<file path="src/spicfg_pkg.sv">
// Purpose: constants shared by the serial port configuration/status block
// Assumes: byte-wide special-function register bus, one system clock
// Notes: bit positions and reset values of the configuration register
package spicfg_pkg;
   // ---------------------------------------------
   // register address and field positions
   // ---------------------------------------------
   localparam logic [7:0] SPICFG_ADDR = 8'hA1;
   localparam int BIT_BUSY = 7;
   localparam int BIT_MASTER = 6;
   localparam int BIT_PHASE = 5;
   localparam int BIT_POLARITY = 4;
   localparam int BIT_SELECTED = 3;
   localparam int BIT_RAW_SEL = 2;
   localparam int BIT_SHIFT_EMPTY = 1;
   localparam int BIT_RX_EMPTY = 0;
   // ---------------------------------------------
   // reset values and timing
   // ---------------------------------------------
   localparam logic [7:0] SPICFG_RESET = 8'h07;
   localparam int DATA_BITS = 8;
   localparam int GLITCH_CYCLES = 2;
   typedef enum logic [1:0] {
      SPICFG_IDLE = 2'b00,
      SPICFG_SHIFT = 2'b01,
      SPICFG_STORE = 2'b11
   } spicfg_state_t;
endpackage

</file>
<file path="src/spicfg_top.sv">
// Purpose: configuration and status register of a four-wire serial port,
//          with the slave-side shifter that feeds its status flags
// Assumes: byte-wide register bus with strobes, serial pins asynchronous
// Notes: link clock is sampled by clk, no second clock domain
// Behaviour
// busy reads one while any serial transfer runs, master or slave.
// role bit at position 6 selects slave when zero and master when one.
// phase bit at position 5 centres data on the first edge when zero, second when one.
// polarity bit at position 4 makes the serial clock idle low or high.
// selected flag reads one while the filtered select input is low, not the raw pin.
// position 2 returns the raw select pin level at the time of the read.
// in slave mode shifter-empty sets once bits are moved and nothing is pending.
// shifter-empty clears on a transmit load or a serial clock transition while selected.
// in slave mode receive-empty reads one once the buffer was read and holds nothing.
// receive-empty falls as soon as an unread byte sits in the receive buffer.
// in master mode shifter-empty and receive-empty read constantly one.
// as a slave, incoming data is sampled in the middle of each bit.
// writes to status positions have no effect; only role, phase, polarity store.
`timescale 1ns/1ps
module spicfg_top #(
   parameter int WIDTH = spicfg_pkg::DATA_BITS,
   parameter int FILTER = spicfg_pkg::GLITCH_CYCLES
) (
   // clock and reset
   input wire logic clk,
   input wire logic rst,
   // register bus
   input wire logic [7:0] reg_addr,
   input wire logic reg_wr,
   input wire logic reg_rd,
   input wire logic [7:0] reg_wdata,
   output logic [7:0] reg_rdata,
   // datapath hooks
   input wire logic master_busy,
   input wire logic tx_load,
   input wire logic [WIDTH-1:0] tx_data,
   // received data stream
   output logic rx_valid,
   input wire logic rx_ready,
   output logic [WIDTH-1:0] rx_data,
   // serial pins
   input wire logic sck_pin,
   input wire logic mosi_pin,
   input wire logic slave_select_input,
   output logic miso_out,
   output logic miso_oe,
   // configuration outputs
   output logic master_role_select,
   output logic clock_phase_select,
   output logic clock_polarity_select
);
   initial begin
      if (WIDTH != 8) $error("width must be eight");
      if (FILTER < 1) $error("filter must be positive");
   end

   // ---------------------------------------------
   // pin synchronisers
   // ---------------------------------------------
   logic sck_s;
   logic mosi_s;
   logic raw_select_pin_level;
   logic sel_filt;
   spicfg_sync #(.FILTER(1), .RST_VAL(1'b0)) u_sck (
      .clk(clk), .rst(rst), .pin(sck_pin), .synced(sck_s), .filtered());
   spicfg_sync #(.FILTER(1), .RST_VAL(1'b0)) u_mosi (
      .clk(clk), .rst(rst), .pin(mosi_pin), .synced(mosi_s), .filtered());
   spicfg_sync #(.FILTER(FILTER), .RST_VAL(1'b1)) u_nss (
      .clk(clk), .rst(rst), .pin(slave_select_input),
      .synced(raw_select_pin_level), .filtered(sel_filt));

   // ---------------------------------------------
   // register write
   // ---------------------------------------------
   wire cfg_hit = (reg_addr == spicfg_pkg::SPICFG_ADDR);
   wire cfg_wr = cfg_hit && reg_wr;
   // only role, phase and polarity store
   always_ff @(posedge clk) begin
      if (rst) begin
         master_role_select <= spicfg_pkg::SPICFG_RESET[spicfg_pkg::BIT_MASTER];
         clock_phase_select <= spicfg_pkg::SPICFG_RESET[spicfg_pkg::BIT_PHASE];
         clock_polarity_select <= spicfg_pkg::SPICFG_RESET[spicfg_pkg::BIT_POLARITY];
      end else if (cfg_wr) begin
         master_role_select <= reg_wdata[spicfg_pkg::BIT_MASTER];
         clock_phase_select <= reg_wdata[spicfg_pkg::BIT_PHASE];
         clock_polarity_select <= reg_wdata[spicfg_pkg::BIT_POLARITY];
      end
   end

   // ---------------------------------------------
   // slave clock edge detection
   // ---------------------------------------------
   logic sck_d;
   logic selected;
   always_ff @(posedge clk) begin
      if (rst) sck_d <= 1'b0;
      else sck_d <= sck_s;
   end
   assign selected = !master_role_select && !sel_filt;
   wire sck_edge = selected && (sck_s != sck_d);
   // leading edge leaves idle level, trailing edge returns to it
   wire lead_edge = sck_edge && (sck_s != clock_polarity_select);
   wire sample_edge = clock_phase_select ? !lead_edge : lead_edge;
   wire do_sample = sck_edge && sample_edge;
   wire do_shift = sck_edge && !sample_edge;

   // ---------------------------------------------
   // slave shifter state
   // ---------------------------------------------
   spicfg_pkg::spicfg_state_t state;
   spicfg_pkg::spicfg_state_t next_state;
   logic [WIDTH-1:0] shreg;
   logic [3:0] bitcnt;
   logic tx_pending;
   logic [WIDTH-1:0] tx_hold;
   logic store_ready;
   logic buf_valid;
   wire last_bit = (bitcnt == 4'(WIDTH - 1));
   // transmit byte moves into the shifter only while idle
   wire load_shreg = (state == spicfg_pkg::SPICFG_IDLE) && tx_pending && !tx_load;
   // shifter holds a loaded byte not yet clocked out
   logic shreg_loaded;
   always_ff @(posedge clk) begin
      if (rst) shreg_loaded <= 1'b0;
      else if (load_shreg) shreg_loaded <= 1'b1;
      else if (state == spicfg_pkg::SPICFG_SHIFT) shreg_loaded <= 1'b0;
   end
   // next state of the slave shifter
   always_comb begin
      next_state = state;
      case (state)
         spicfg_pkg::SPICFG_IDLE: begin
            if (sck_edge) next_state = spicfg_pkg::SPICFG_SHIFT;
         end
         spicfg_pkg::SPICFG_SHIFT: begin
            if (sel_filt) next_state = spicfg_pkg::SPICFG_IDLE;
            else if (do_sample && last_bit) next_state = spicfg_pkg::SPICFG_STORE;
         end
         spicfg_pkg::SPICFG_STORE: begin
            if (store_ready) next_state = spicfg_pkg::SPICFG_IDLE;
         end
         default: next_state = spicfg_pkg::SPICFG_IDLE;
      endcase
   end
   // shift register, bit counter and transmit holding byte
   always_ff @(posedge clk) begin
      if (rst) begin
         state <= spicfg_pkg::SPICFG_IDLE;
         shreg <= 8'h00;
         bitcnt <= 4'h0;
         tx_pending <= 1'b0;
         tx_hold <= 8'h00;
      end else begin
         state <= next_state;
         if (tx_load) begin
            tx_pending <= 1'b1;
            tx_hold <= tx_data;
         end
         if (load_shreg) begin
            shreg <= tx_hold;
            tx_pending <= 1'b0;
         end else if (do_sample) begin
            shreg <= {shreg[WIDTH-2:0], mosi_s};
            bitcnt <= last_bit ? 4'h0 : bitcnt + 4'h1;
         end
         if (sel_filt && state != spicfg_pkg::SPICFG_STORE) bitcnt <= 4'h0;
      end
   end
   assign miso_out = shreg[WIDTH-1];
   assign miso_oe = selected;

   // ---------------------------------------------
   // receive buffer
   // ---------------------------------------------
   wire rx_push = (state == spicfg_pkg::SPICFG_STORE);
   spicfg_buf2 #(.WIDTH(WIDTH)) u_rxbuf (
      .clk(clk), .rst(rst),
      .in_valid(rx_push), .in_ready(store_ready), .in_data(shreg),
      .out_valid(buf_valid), .out_ready(rx_ready), .out_data(rx_data));
   assign rx_valid = buf_valid;

   // ---------------------------------------------
   // shifter-empty flag
   // ---------------------------------------------
   logic shift_empty;
   // a loaded byte keeps the flag low until its bits have moved out
   wire shift_done = (state == spicfg_pkg::SPICFG_IDLE) && !tx_pending && !shreg_loaded;
   always_ff @(posedge clk) begin
      if (rst) shift_empty <= spicfg_pkg::SPICFG_RESET[spicfg_pkg::BIT_SHIFT_EMPTY];
      else if (tx_load || sck_edge) shift_empty <= 1'b0;
      else if (shift_done) shift_empty <= 1'b1;
   end

   // ---------------------------------------------
   // status assembly and read data
   // ---------------------------------------------
   wire busy = master_busy || (state != spicfg_pkg::SPICFG_IDLE);
   wire sr_empty_view = master_role_select | shift_empty;
   wire rx_empty_view = master_role_select | !buf_valid;
   wire [7:0] status = {busy, master_role_select, clock_phase_select,
      clock_polarity_select, !sel_filt, raw_select_pin_level,
      sr_empty_view, rx_empty_view};
   // read data is latched from flip-flops on a read strobe
   always_ff @(posedge clk) begin
      if (rst) reg_rdata <= spicfg_pkg::SPICFG_RESET;
      else if (reg_rd) reg_rdata <= cfg_hit ? status : 8'h00;
   end
endmodule // spicfg_top

</file>
<file path="src/spicfg_sync.sv">
// Purpose: two-flop synchroniser with optional de-glitch for pin inputs
// Assumes: input from outside the clock domain, reset value given
// Notes: first stage is read only by the second stage
`timescale 1ns/1ps
module spicfg_sync #(
   parameter int FILTER = 2,
   parameter logic RST_VAL = 1'b1
) (
   // clock and reset
   input wire logic clk,
   input wire logic rst,
   // pin side
   input wire logic pin,
   // outputs
   output logic synced,
   output logic filtered
);
   initial begin
      if (FILTER < 1 || FILTER > 15) $error("filter length out of range");
   end
   logic stage1;
   logic [3:0] count;
   // two-flop synchroniser
   always_ff @(posedge clk) begin
      if (rst) begin
         stage1 <= RST_VAL;
         synced <= RST_VAL;
      end else begin
         stage1 <= pin;
         synced <= stage1;
      end
   end
   // filtered copy changes only after the level has stood FILTER cycles
   always_ff @(posedge clk) begin
      if (rst) begin
         filtered <= RST_VAL;
         count <= 4'h0;
      end else if (synced == filtered) begin
         count <= 4'h0;
      end else if (count == 4'(FILTER - 1)) begin
         filtered <= synced;
         count <= 4'h0;
      end else begin
         count <= count + 4'h1;
      end
   end
endmodule // spicfg_sync

</file>
<file path="src/spicfg_buf2.sv">
// Purpose: two-entry valid/ready buffer for received bytes
// Assumes: single clock
// Notes: full and empty are exact; in_ready low stalls the source
`timescale 1ns/1ps
module spicfg_buf2 #(
   parameter int WIDTH = 8
) (
   // clock and reset
   input wire logic clk,
   input wire logic rst,
   // filling side
   input wire logic in_valid,
   output logic in_ready,
   input wire logic [WIDTH-1:0] in_data,
   // draining side
   output logic out_valid,
   input wire logic out_ready,
   output logic [WIDTH-1:0] out_data
);
   initial begin
      if (WIDTH < 1) $error("width must be positive");
   end
   logic [WIDTH-1:0] mem [2];
   logic rd_ptr;
   logic wr_ptr;
   logic [1:0] level;
   wire push = in_valid && in_ready;
   wire pop = out_valid && out_ready;
   // handshake and head of queue
   assign in_ready = (level != 2'h2);
   assign out_valid = (level != 2'h0);
   assign out_data = mem[rd_ptr];
   // storage, pointers and fill level
   always_ff @(posedge clk) begin
      if (rst) begin
         rd_ptr <= 1'b0;
         wr_ptr <= 1'b0;
         level <= 2'h0;
      end else begin
         if (push) begin
            mem[wr_ptr] <= in_data;
            wr_ptr <= ~wr_ptr;
         end
         if (pop) rd_ptr <= ~rd_ptr;
         level <= level + 2'(push) - 2'(pop);
      end
   end
endmodule // spicfg_buf2

</file>
<file path="config.mk">
export PLATFORM = sky130hd
export DESIGN_NAME = spicfg_top
export DESIGN_NICKNAME = d
export VERILOG_FILES = /design/src/spicfg_pkg.sv /design/src/spicfg_top.sv /design/src/spicfg_sync.sv /design/src/spicfg_buf2.sv
export SDC_FILE = /design/constraint.sdc
export NUM_CORES = 1
export LEC_CHECK = 0
export ABC_AREA = 0
export BUFFER_PORTS_ARGS = -buffer_cell sky130_fd_sc_hd__buf_4
export CAP_MARGIN = 0
export CORE_UTILIZATION = 49
export DETAILED_ROUTE_END_ITERATION = 10
export GPL_TIMING_DRIVEN = 0
export HOLD_SLACK_MARGIN = 0.02
export PLACE_DENSITY_LB_ADDON = 0.1
export SYNTH_ARGS = -nofsm -noshare
export SYNTH_HDL_FRONTEND = slang
export SYNTH_SLANG_ARGS = --single-unit
export TNS_END_PERCENT = 5
</file>
<file path="constraint.sdc">
create_clock -name clk -period 1.9 [get_ports clk]
set_input_delay 0.095 -clock clk [delete_from_list [all_inputs] [get_ports clk]]
set_output_delay 0.095 -clock clk [all_outputs]
set_load 0.005 [all_outputs]
</file>
==> qor.yml, run 1 <==
initial_core_util_pct: 51.15
grt-ovfl-total: 0
synth_edf_count: 16
drv_cap: 0
n_antenna_cell: 0
wirelength_mm: 5.729
slowest_stage: "dfxtp_1"
slew_headroom_pct: 55.51
rsz0062_at_grt: "no"
dieArea_sq_um: 6092
clockBufferDepth: 2
num_rows: 27
setup_ws_ns: 0.1663
clock_sinks: 69
final_area_sq_um: 3681
cts_buffers: 9
worstMarginPinSlew_ns: 0.6674
hold_path.class: "input port to register"
ys_seq_area_share_pct: 54.39
dpl.hpwl_mm: 3.878
antenna_found_initial: 0
synth_top_area_cell: "dfxtp_1"
ys_seq_elements: 69
n_fill_cell: 459
seq_area_sq_um: 1541
tns_ns: 0
setup_viol: 0
area_growth_pct: 29.89
fmax_ghz: 0.5768
drc: 0
cellPowerDensity_nw_per_um2: 908.8
io_pins: 56
multi_input_area_sq_um: 1209
postCtsSetupBuffers: 0
placed_area_sq_um: 3284
yosys_warnings: 0
drv_slew: 0
synth_cells: 270
hold_viol: 0
grt_max_degree: 13
pre_cts_slack_ns: -0.3674
cp.required_ns: 2.12
cp.arrival_ns: 1.96
grt_pass1_vias: 2136
min_period_ns: 1.734
cp_cell_sequence: "nor2_1, inv_1, and2_1, ha_1, inv_1, ha_1, xor2_1, xnor2_1, nor2_1"
synth.most_common_cell: "dfxtp_1"
core-area_sq_um: 5540
fp.dieH_um: 78.05
cts_tree: "yes"
synth_top_area_share_pct: 37.44
ys_top_cells_by_count: "dfxtp_1 (53), nand2_1 (37), nor2_1 (29)"
finalPower_mw: 3.345
async_flop_share_pct: 0
dr.pass1.iters: 4
p_leak_nw: 1.471
path_max_fanout: 4
htreeDepth: 3
path_class: "register to register"
finalCritPeriodShare_pct: 91.25
drt_iter0_markers: 106
via_count: 2177
clk_pin_slew_ns: 0.07
dieWidth_um: 78.05
wl_per_cell_um: 13.67
gr-usage-all-layers_pct: 20.67
clkLatencyLatePin_ns: 0.35
synth_top_flop_cell: "dfxtp_1"
drive_above_1_share_pct: 27.09
finalWeightedCongestion: 0.7996
synth_cell_types: 42
synthTopCellsByArea: "dfxtp_1 (37%), edfxtp_1 (17%), nand2_1 (4.9%)"
vdd_ir_drop_max_uv: 802.1
via_per_inst: 5.196
finClkSkew_ns: 0.01202
worstSetupEndpointType: "register"
mappedNetlistNets: 309
outcome: "finished, final reports clean"
grt_pass1_wl_mm: 9.653
syn_area_sq_um: 2834
slowest_delay_ns: 0.35
startpoint_type: "register"
clockRootBuffer: "clkbuf_8"
syn_area_per_cell_sq_um: 10.50
final_nets: 381
portBuffers: 48
antenna_left: 0
-- report_power, final --
part / internal [mW] / leakage, nW / switching, mW
Combinational: 0.185 / 0.774 / 0.149
Sequential: 1.55 / 0.580 / 0.0366
Clock: 0.872 / 0.116 / 0.551
Total: 2.61 / 1.47 / 0.737
-- cells by family after synthesis --
group           synth area share (%)
compound gates                 9.007
xor+xnor                       2.782
fa+ha+maj                      2.208
buf+inv                        3.929
flops                          54.39
mux                            8.786
simple gates                   18.90
-- critical path, delay by kind of cell, from the launching register on --
family | cells | cell delay, ns
buffers and inverters | 2 | 0.12
XOR/XNOR | 2 | 0.32
flip-flops | 1 | 0.35
adder cells (fa/ha/maj) | 2 | 0.43
AND/OR/NAND/NOR | 3 | 0.39
-- state kept, by name, indices dropped and copies added (netlist names), 2 cells and up, named ones only --
signal and cells:
reg_rdata 8, u_rxbuf.mem 16, u_rxbuf.level 2, state 2, bitcnt 4, tx_hold 8, u_nss.count 4, shreg 8
-- cell usage in the layout, fill, tap and decap left out, types with 2 or more instances in the layout --
| cell | count |
|---|---|
| nand3_1 | 13 |
| and2_1 | 2 |
| ha_1 | 5 |
| or2_2 | 2 |
| buf_1 | 2 |
| bufinv_16 | 3 |
| buf_2 | 5 |
| xor2_1 | 3 |
| nor2_1 | 29 |
| nor2b_1 | 7 |
| xnor2_1 | 6 |
| o21ai_0 | 2 |
| or3_1 | 2 |
| inv_1 | 8 |
| clkbuf_8 | 9 |
| nand2_1 | 37 |
| o211ai_1 | 2 |
| nor4b_4 | 2 |
| clkbuf_1 | 8 |
| nand2b_1 | 2 |
| mux2i_1 | 13 |
| a21oi_1 | 14 |
| buf_6 | 2 |
| nor4_1 | 2 |
| edfxtp_1 | 16 |
| mux2_2 | 8 |
| dlygate4sd3_1 | 13 |
| buf_4 | 48 |
| a311oi_2 | 7 |
| dfxtp_1 | 53 |
-- through the flow --
| step | hold WS, ns | cells | utilization [%] |
|---|---|---|---|
| floorplan | 0.1988 | 270 | - |
| global placement | 0.2803 | 390 | 59.28 |
| detailed placement | 0.2831 | 390 | 59.28 |
| CTS | 0.03039 | 419 | 66.12 |
| global route | 0.05848 | 419 | 66.44 |
| finish | 0.04265 | 419 | 66.44 |
-- repair_timing --
action | in CTS | in global routing
hold buffers | 13 | 0
gates resized for setup | 2 | 3
endpoints found under the hold margin | 13 | 0
endpoints found under the setup margin | 16 | 16
-- routing by layer --
metal	vias to the layer above	track usage, %	routed length (um)
met5	-	0	0
met4	0	10.00	121
met3	11	4.535	241
met2	51	36.40	2914
met1	1033	23.64	2451
li1	1082	-	-
-- final cells by class --
type | instances | share of cell area (%)
clock inverters | 6 | 3.025
repair buffers | 61 | 13.32
inverters | 8 | 0.8158
well taps | 72 | 2.447
flip-flops and latches | 69 | 41.88
plain buffers | 16 | 2.209
clock buffers | 10 | 3.467
multi-input cells | 177 | 32.83
-- worst paths after layout --
path              cells after the start                  to  slack, ns        startpoint
hold / removal                        3  master_role_select       0.04      reg_wdata[6]
setup reg to reg                      9    u_rxbuf.level[1]       0.17  u_rxbuf.level[1]
hold reg to reg                       1        u_nss.synced       0.41      u_nss.stage1
setup / recovery                      9    u_rxbuf.level[1]       0.17  u_rxbuf.level[1]
Power figures use the tool's default switching activity.
==> run 2: changes to the inputs <==
CORE_UTILIZATION = 50   (was 49)
SYNTH_HIERARCHICAL = 1   (was default)
==> run 2 against run 1 <==
  * Routed wire length shrank 7.3%
  * First-iteration DRC count shrank 31%
  * Non-clock buffer count shrank 5
  * Critical path depth is the same
  * Clock power shrank 11%
  * Largest cell class unchanged
  * Via count shrank 2.9%
  * Total power shrank 0.94%
  * Maximum frequency shrank 8.5%
  * Clock skew shrank 0.0028 ns
==> qor.yml, run 2 <==
outcome: "finished, final reports clean"  # unchanged
antenna_found_initial: 0  # unchanged
clock_sinks: 69  # unchanged
grt_max_degree: 18  # was 13
final_cell_mix: "dfxtp_1 (53), buf_4 (49), nand2_1 (31)"  # was dfxtp_1 (53), buf_4 (48), nand2_1 (37)
worstMarginPinSlew_ns: 0.6405  # was 0.6674 ns
cp.arrival_ns: 2.12  # was 1.96 ns
cts_tree: "yes"  # unchanged
timing.rr.end: "u_rxbuf/level[1]"  # was u_rxbuf.level[1]
n_antenna_cell: 0  # unchanged
core-area_sq_um: 5205  # was 5540 sq um
cellPowerDensity_nw_per_um2: 938.3  # was 908.8 nW/um^2
hold_path.class: "input port to register"  # unchanged
max_flop_register: "u_rxbuf/mem"  # was u_rxbuf.mem
min_period_ns: 1.894  # was 1.734 ns
hold_depth: 3  # unchanged
drc: 0  # unchanged
dr.pass1.iters: 4  # unchanged
cp.required_ns: 2.13  # was 2.12 ns
final_cells: 410  # was 419
setup_viol: 0  # unchanged
rr_worst_depth: 9  # unchanged
portBuffers: 49  # was 48
p_leak_nw: 1.416  # was 1.471 nW
n_fill_cell: 429  # was 459
via_per_inst: 5.154  # was 5.196
dpl.hpwl_mm: 3.624  # was 3.878 mm
initial_core_util_pct: 52.67  # was 51.15%
hold_viol: 0  # unchanged
finalCritPeriodShare_pct: 99.70  # was 91.25%
seq_area_sq_um: 1541  # unchanged
dp_cells: 383  # was 390
clockBufferDepth: 2  # unchanged
drive_above_1_share_pct: 23.82  # was 27.09%
clkPwrFrac_pct: 38.5  # was 42.5%
rsz0062_at_grt: "yes"  # was no
clk_pin_slew_ns: 0.08  # was 0.07 ns
path_class: "register to register"  # unchanged
pwr-share-comb_pct: 12.7  # was 10.0%
path_max_fanout: 9  # was 4
pre_cts_slack_ns: -0.3116  # was -0.3674 ns
clkLatencyLatePin_ns: 0.33  # was 0.35 ns
finClkSkew_ns: 0.009180  # was 0.01202 ns
setup_ws_ns: 0.005745  # was 0.1663 ns
htreeDepth: 3  # unchanged
grt_pass1_vias: 1915  # was 2136
yosys_warnings: 6  # was 0
wl_per_cell_um: 12.95  # was 13.67 um
r2r_slack_ns: 0.006  # was 0.17 ns
cts_buffers: 9  # unchanged
dieWidth_um: 76.05  # was 78.05 um
worstSetupEndpointType: "register"  # unchanged
fp.dieH_um: 76.05  # was 78.05 um
hold-path-endpoint: "master_role_select"  # unchanged
syn_area_sq_um: 2741  # was 2834 sq um
dieArea_sq_um: 5783  # was 6092 sq um
fmax_ghz: 0.5279  # was 0.5768 GHz
grt_pass1_wl_mm: 8.797  # was 9.653 mm
via_count: 2113  # was 2177
vdd_ir_drop_max_uv: 474.2  # was 802.1 uV
mappedNetlistNets: 303  # was 309
gr-usage-all-layers_pct: 19.39  # was 20.67%
drv_slew: 0  # unchanged
drt_iter0_markers: 73  # was 106
min-delay-start: "reg_wdata[6]"  # unchanged
final_nets: 374  # was 381
switching_share_pct: 23.46  # was 22.02%
largest_reg_flops: 16  # unchanged
grt-ovfl-total: 0  # unchanged
startpoint_type: "register"  # unchanged
power.net_switching_mw: 0.7774  # was 0.7367 mW
synth_cells: 264  # was 270
slew_headroom_pct: 57.07  # was 55.51%
p_int_mw: 2.537  # was 2.609 mW
antenna_left: 0  # unchanged
area_growth_pct: 28.85  # was 29.89%
finalWeightedCongestion: 0.7318  # was 0.7996
layout_commonest_cell: "dfxtp_1"  # unchanged
drv_cap: 0  # unchanged
p_seq_share_pct: 48.8  # was 47.5%
wirelength_mm: 5.309  # was 5.729 mm
io_pins: 56  # unchanged
num_rows: 26  # was 27
syn_area_per_cell_sq_um: 10.38  # was 10.50 sq um
clockRootBuffer: "clkbuf_8"  # unchanged
multi_input_area_sq_um: 1136  # was 1209 sq um
rr_startpoint: "state[1]"  # was u_rxbuf.level[1]
-- run 2: worst max-delay path by stage --
stage | slack [ns] | end | depth (start not counted) | startpoint
global placement | -0.37 | u_rxbuf/mem[1][2] | 4 | state[1]
finish | 0.006 | u_rxbuf/level[1] | 9 | state[1]
CTS | -0.001 | u_rxbuf/level[1] | 9 | state[1]
detailed placement | -0.31 | u_rxbuf/mem[1][2] | 4 | state[1]
floorplan | 0.06 | u_rxbuf/mem[1][0] | 4 | state[1]
global route | -0.11 | u_rxbuf/level[1] | 9 | state[1]
-- run 2: cell type report --
class,instances,share of cell area (%)
plain buffers,12,1.488
clock buffers,9,3.507
clock inverters,7,2.550
inverters,6,0.6376
multi-input cells,177,32.16
flip-flops and latches,69,43.64
well taps,70,2.480
repair buffers,60,13.53
-- run 2: what timing repair did --
action	CTS	global route
gates resized for setup	2	2
gates cloned	0	0
hold endpoints to repair	11	0
endpoints found under the setup margin	16	25
hold buffers	11	0
pin swaps	0	0
setup buffers	0	0
-- run 2: worst max-delay path, cell delays in order, from the launching register on --
cell and delay, ns:
dfxtp_1 0.31, clkbuf_1 0.29, and2_1 0.24, nand2_2 0.11, ha_1 0.28, inv_1 0.04, ha_1 0.17, xor2_1 0.16
xnor2_1 0.14, nor2_1 0.05
-- run 2: power by group through the flow --
stage	combinational (mW)	sequential (mW)	clock (mW)
after floorplan	0.240	1.63	0
after global placement	0.398	1.65	0
after detailed placement	0.404	1.65	0
after CTS	0.428	1.62	1.29
after global routing	0.471	1.62	1.35
final	0.422	1.62	1.27
-- run 2: per-layer routing --
layer / up-vias / wire length [um] / global-route usage, %
li1: 1071 / - / -
met1: 992 / 2559 / 25.10
met2: 39 / 2463 / 31.00
met3: 11 / 185 / 3.832
met4: 0 / 100 / 9.808
met5: - / 0 / 0
-- run 2: stage by stage --
stage	power, mW	util, %	cell area (sq um)	TNS, ns	hold WS, ns
6_report	3.314	67.86	3532	0	0.02818
5_1_grt	3.450	67.86	3532	-0.5962	0.04861
4_1_cts	3.338	67.84	3531	-0.001471	0.02014
3_5_place_dp	2.054	61.42	3197	-4.495	0.2839
3_3_place_gp	2.046	61.42	3197	-5.181	0.2792
2_1_floorplan	1.875	-	2741	0	0.1666
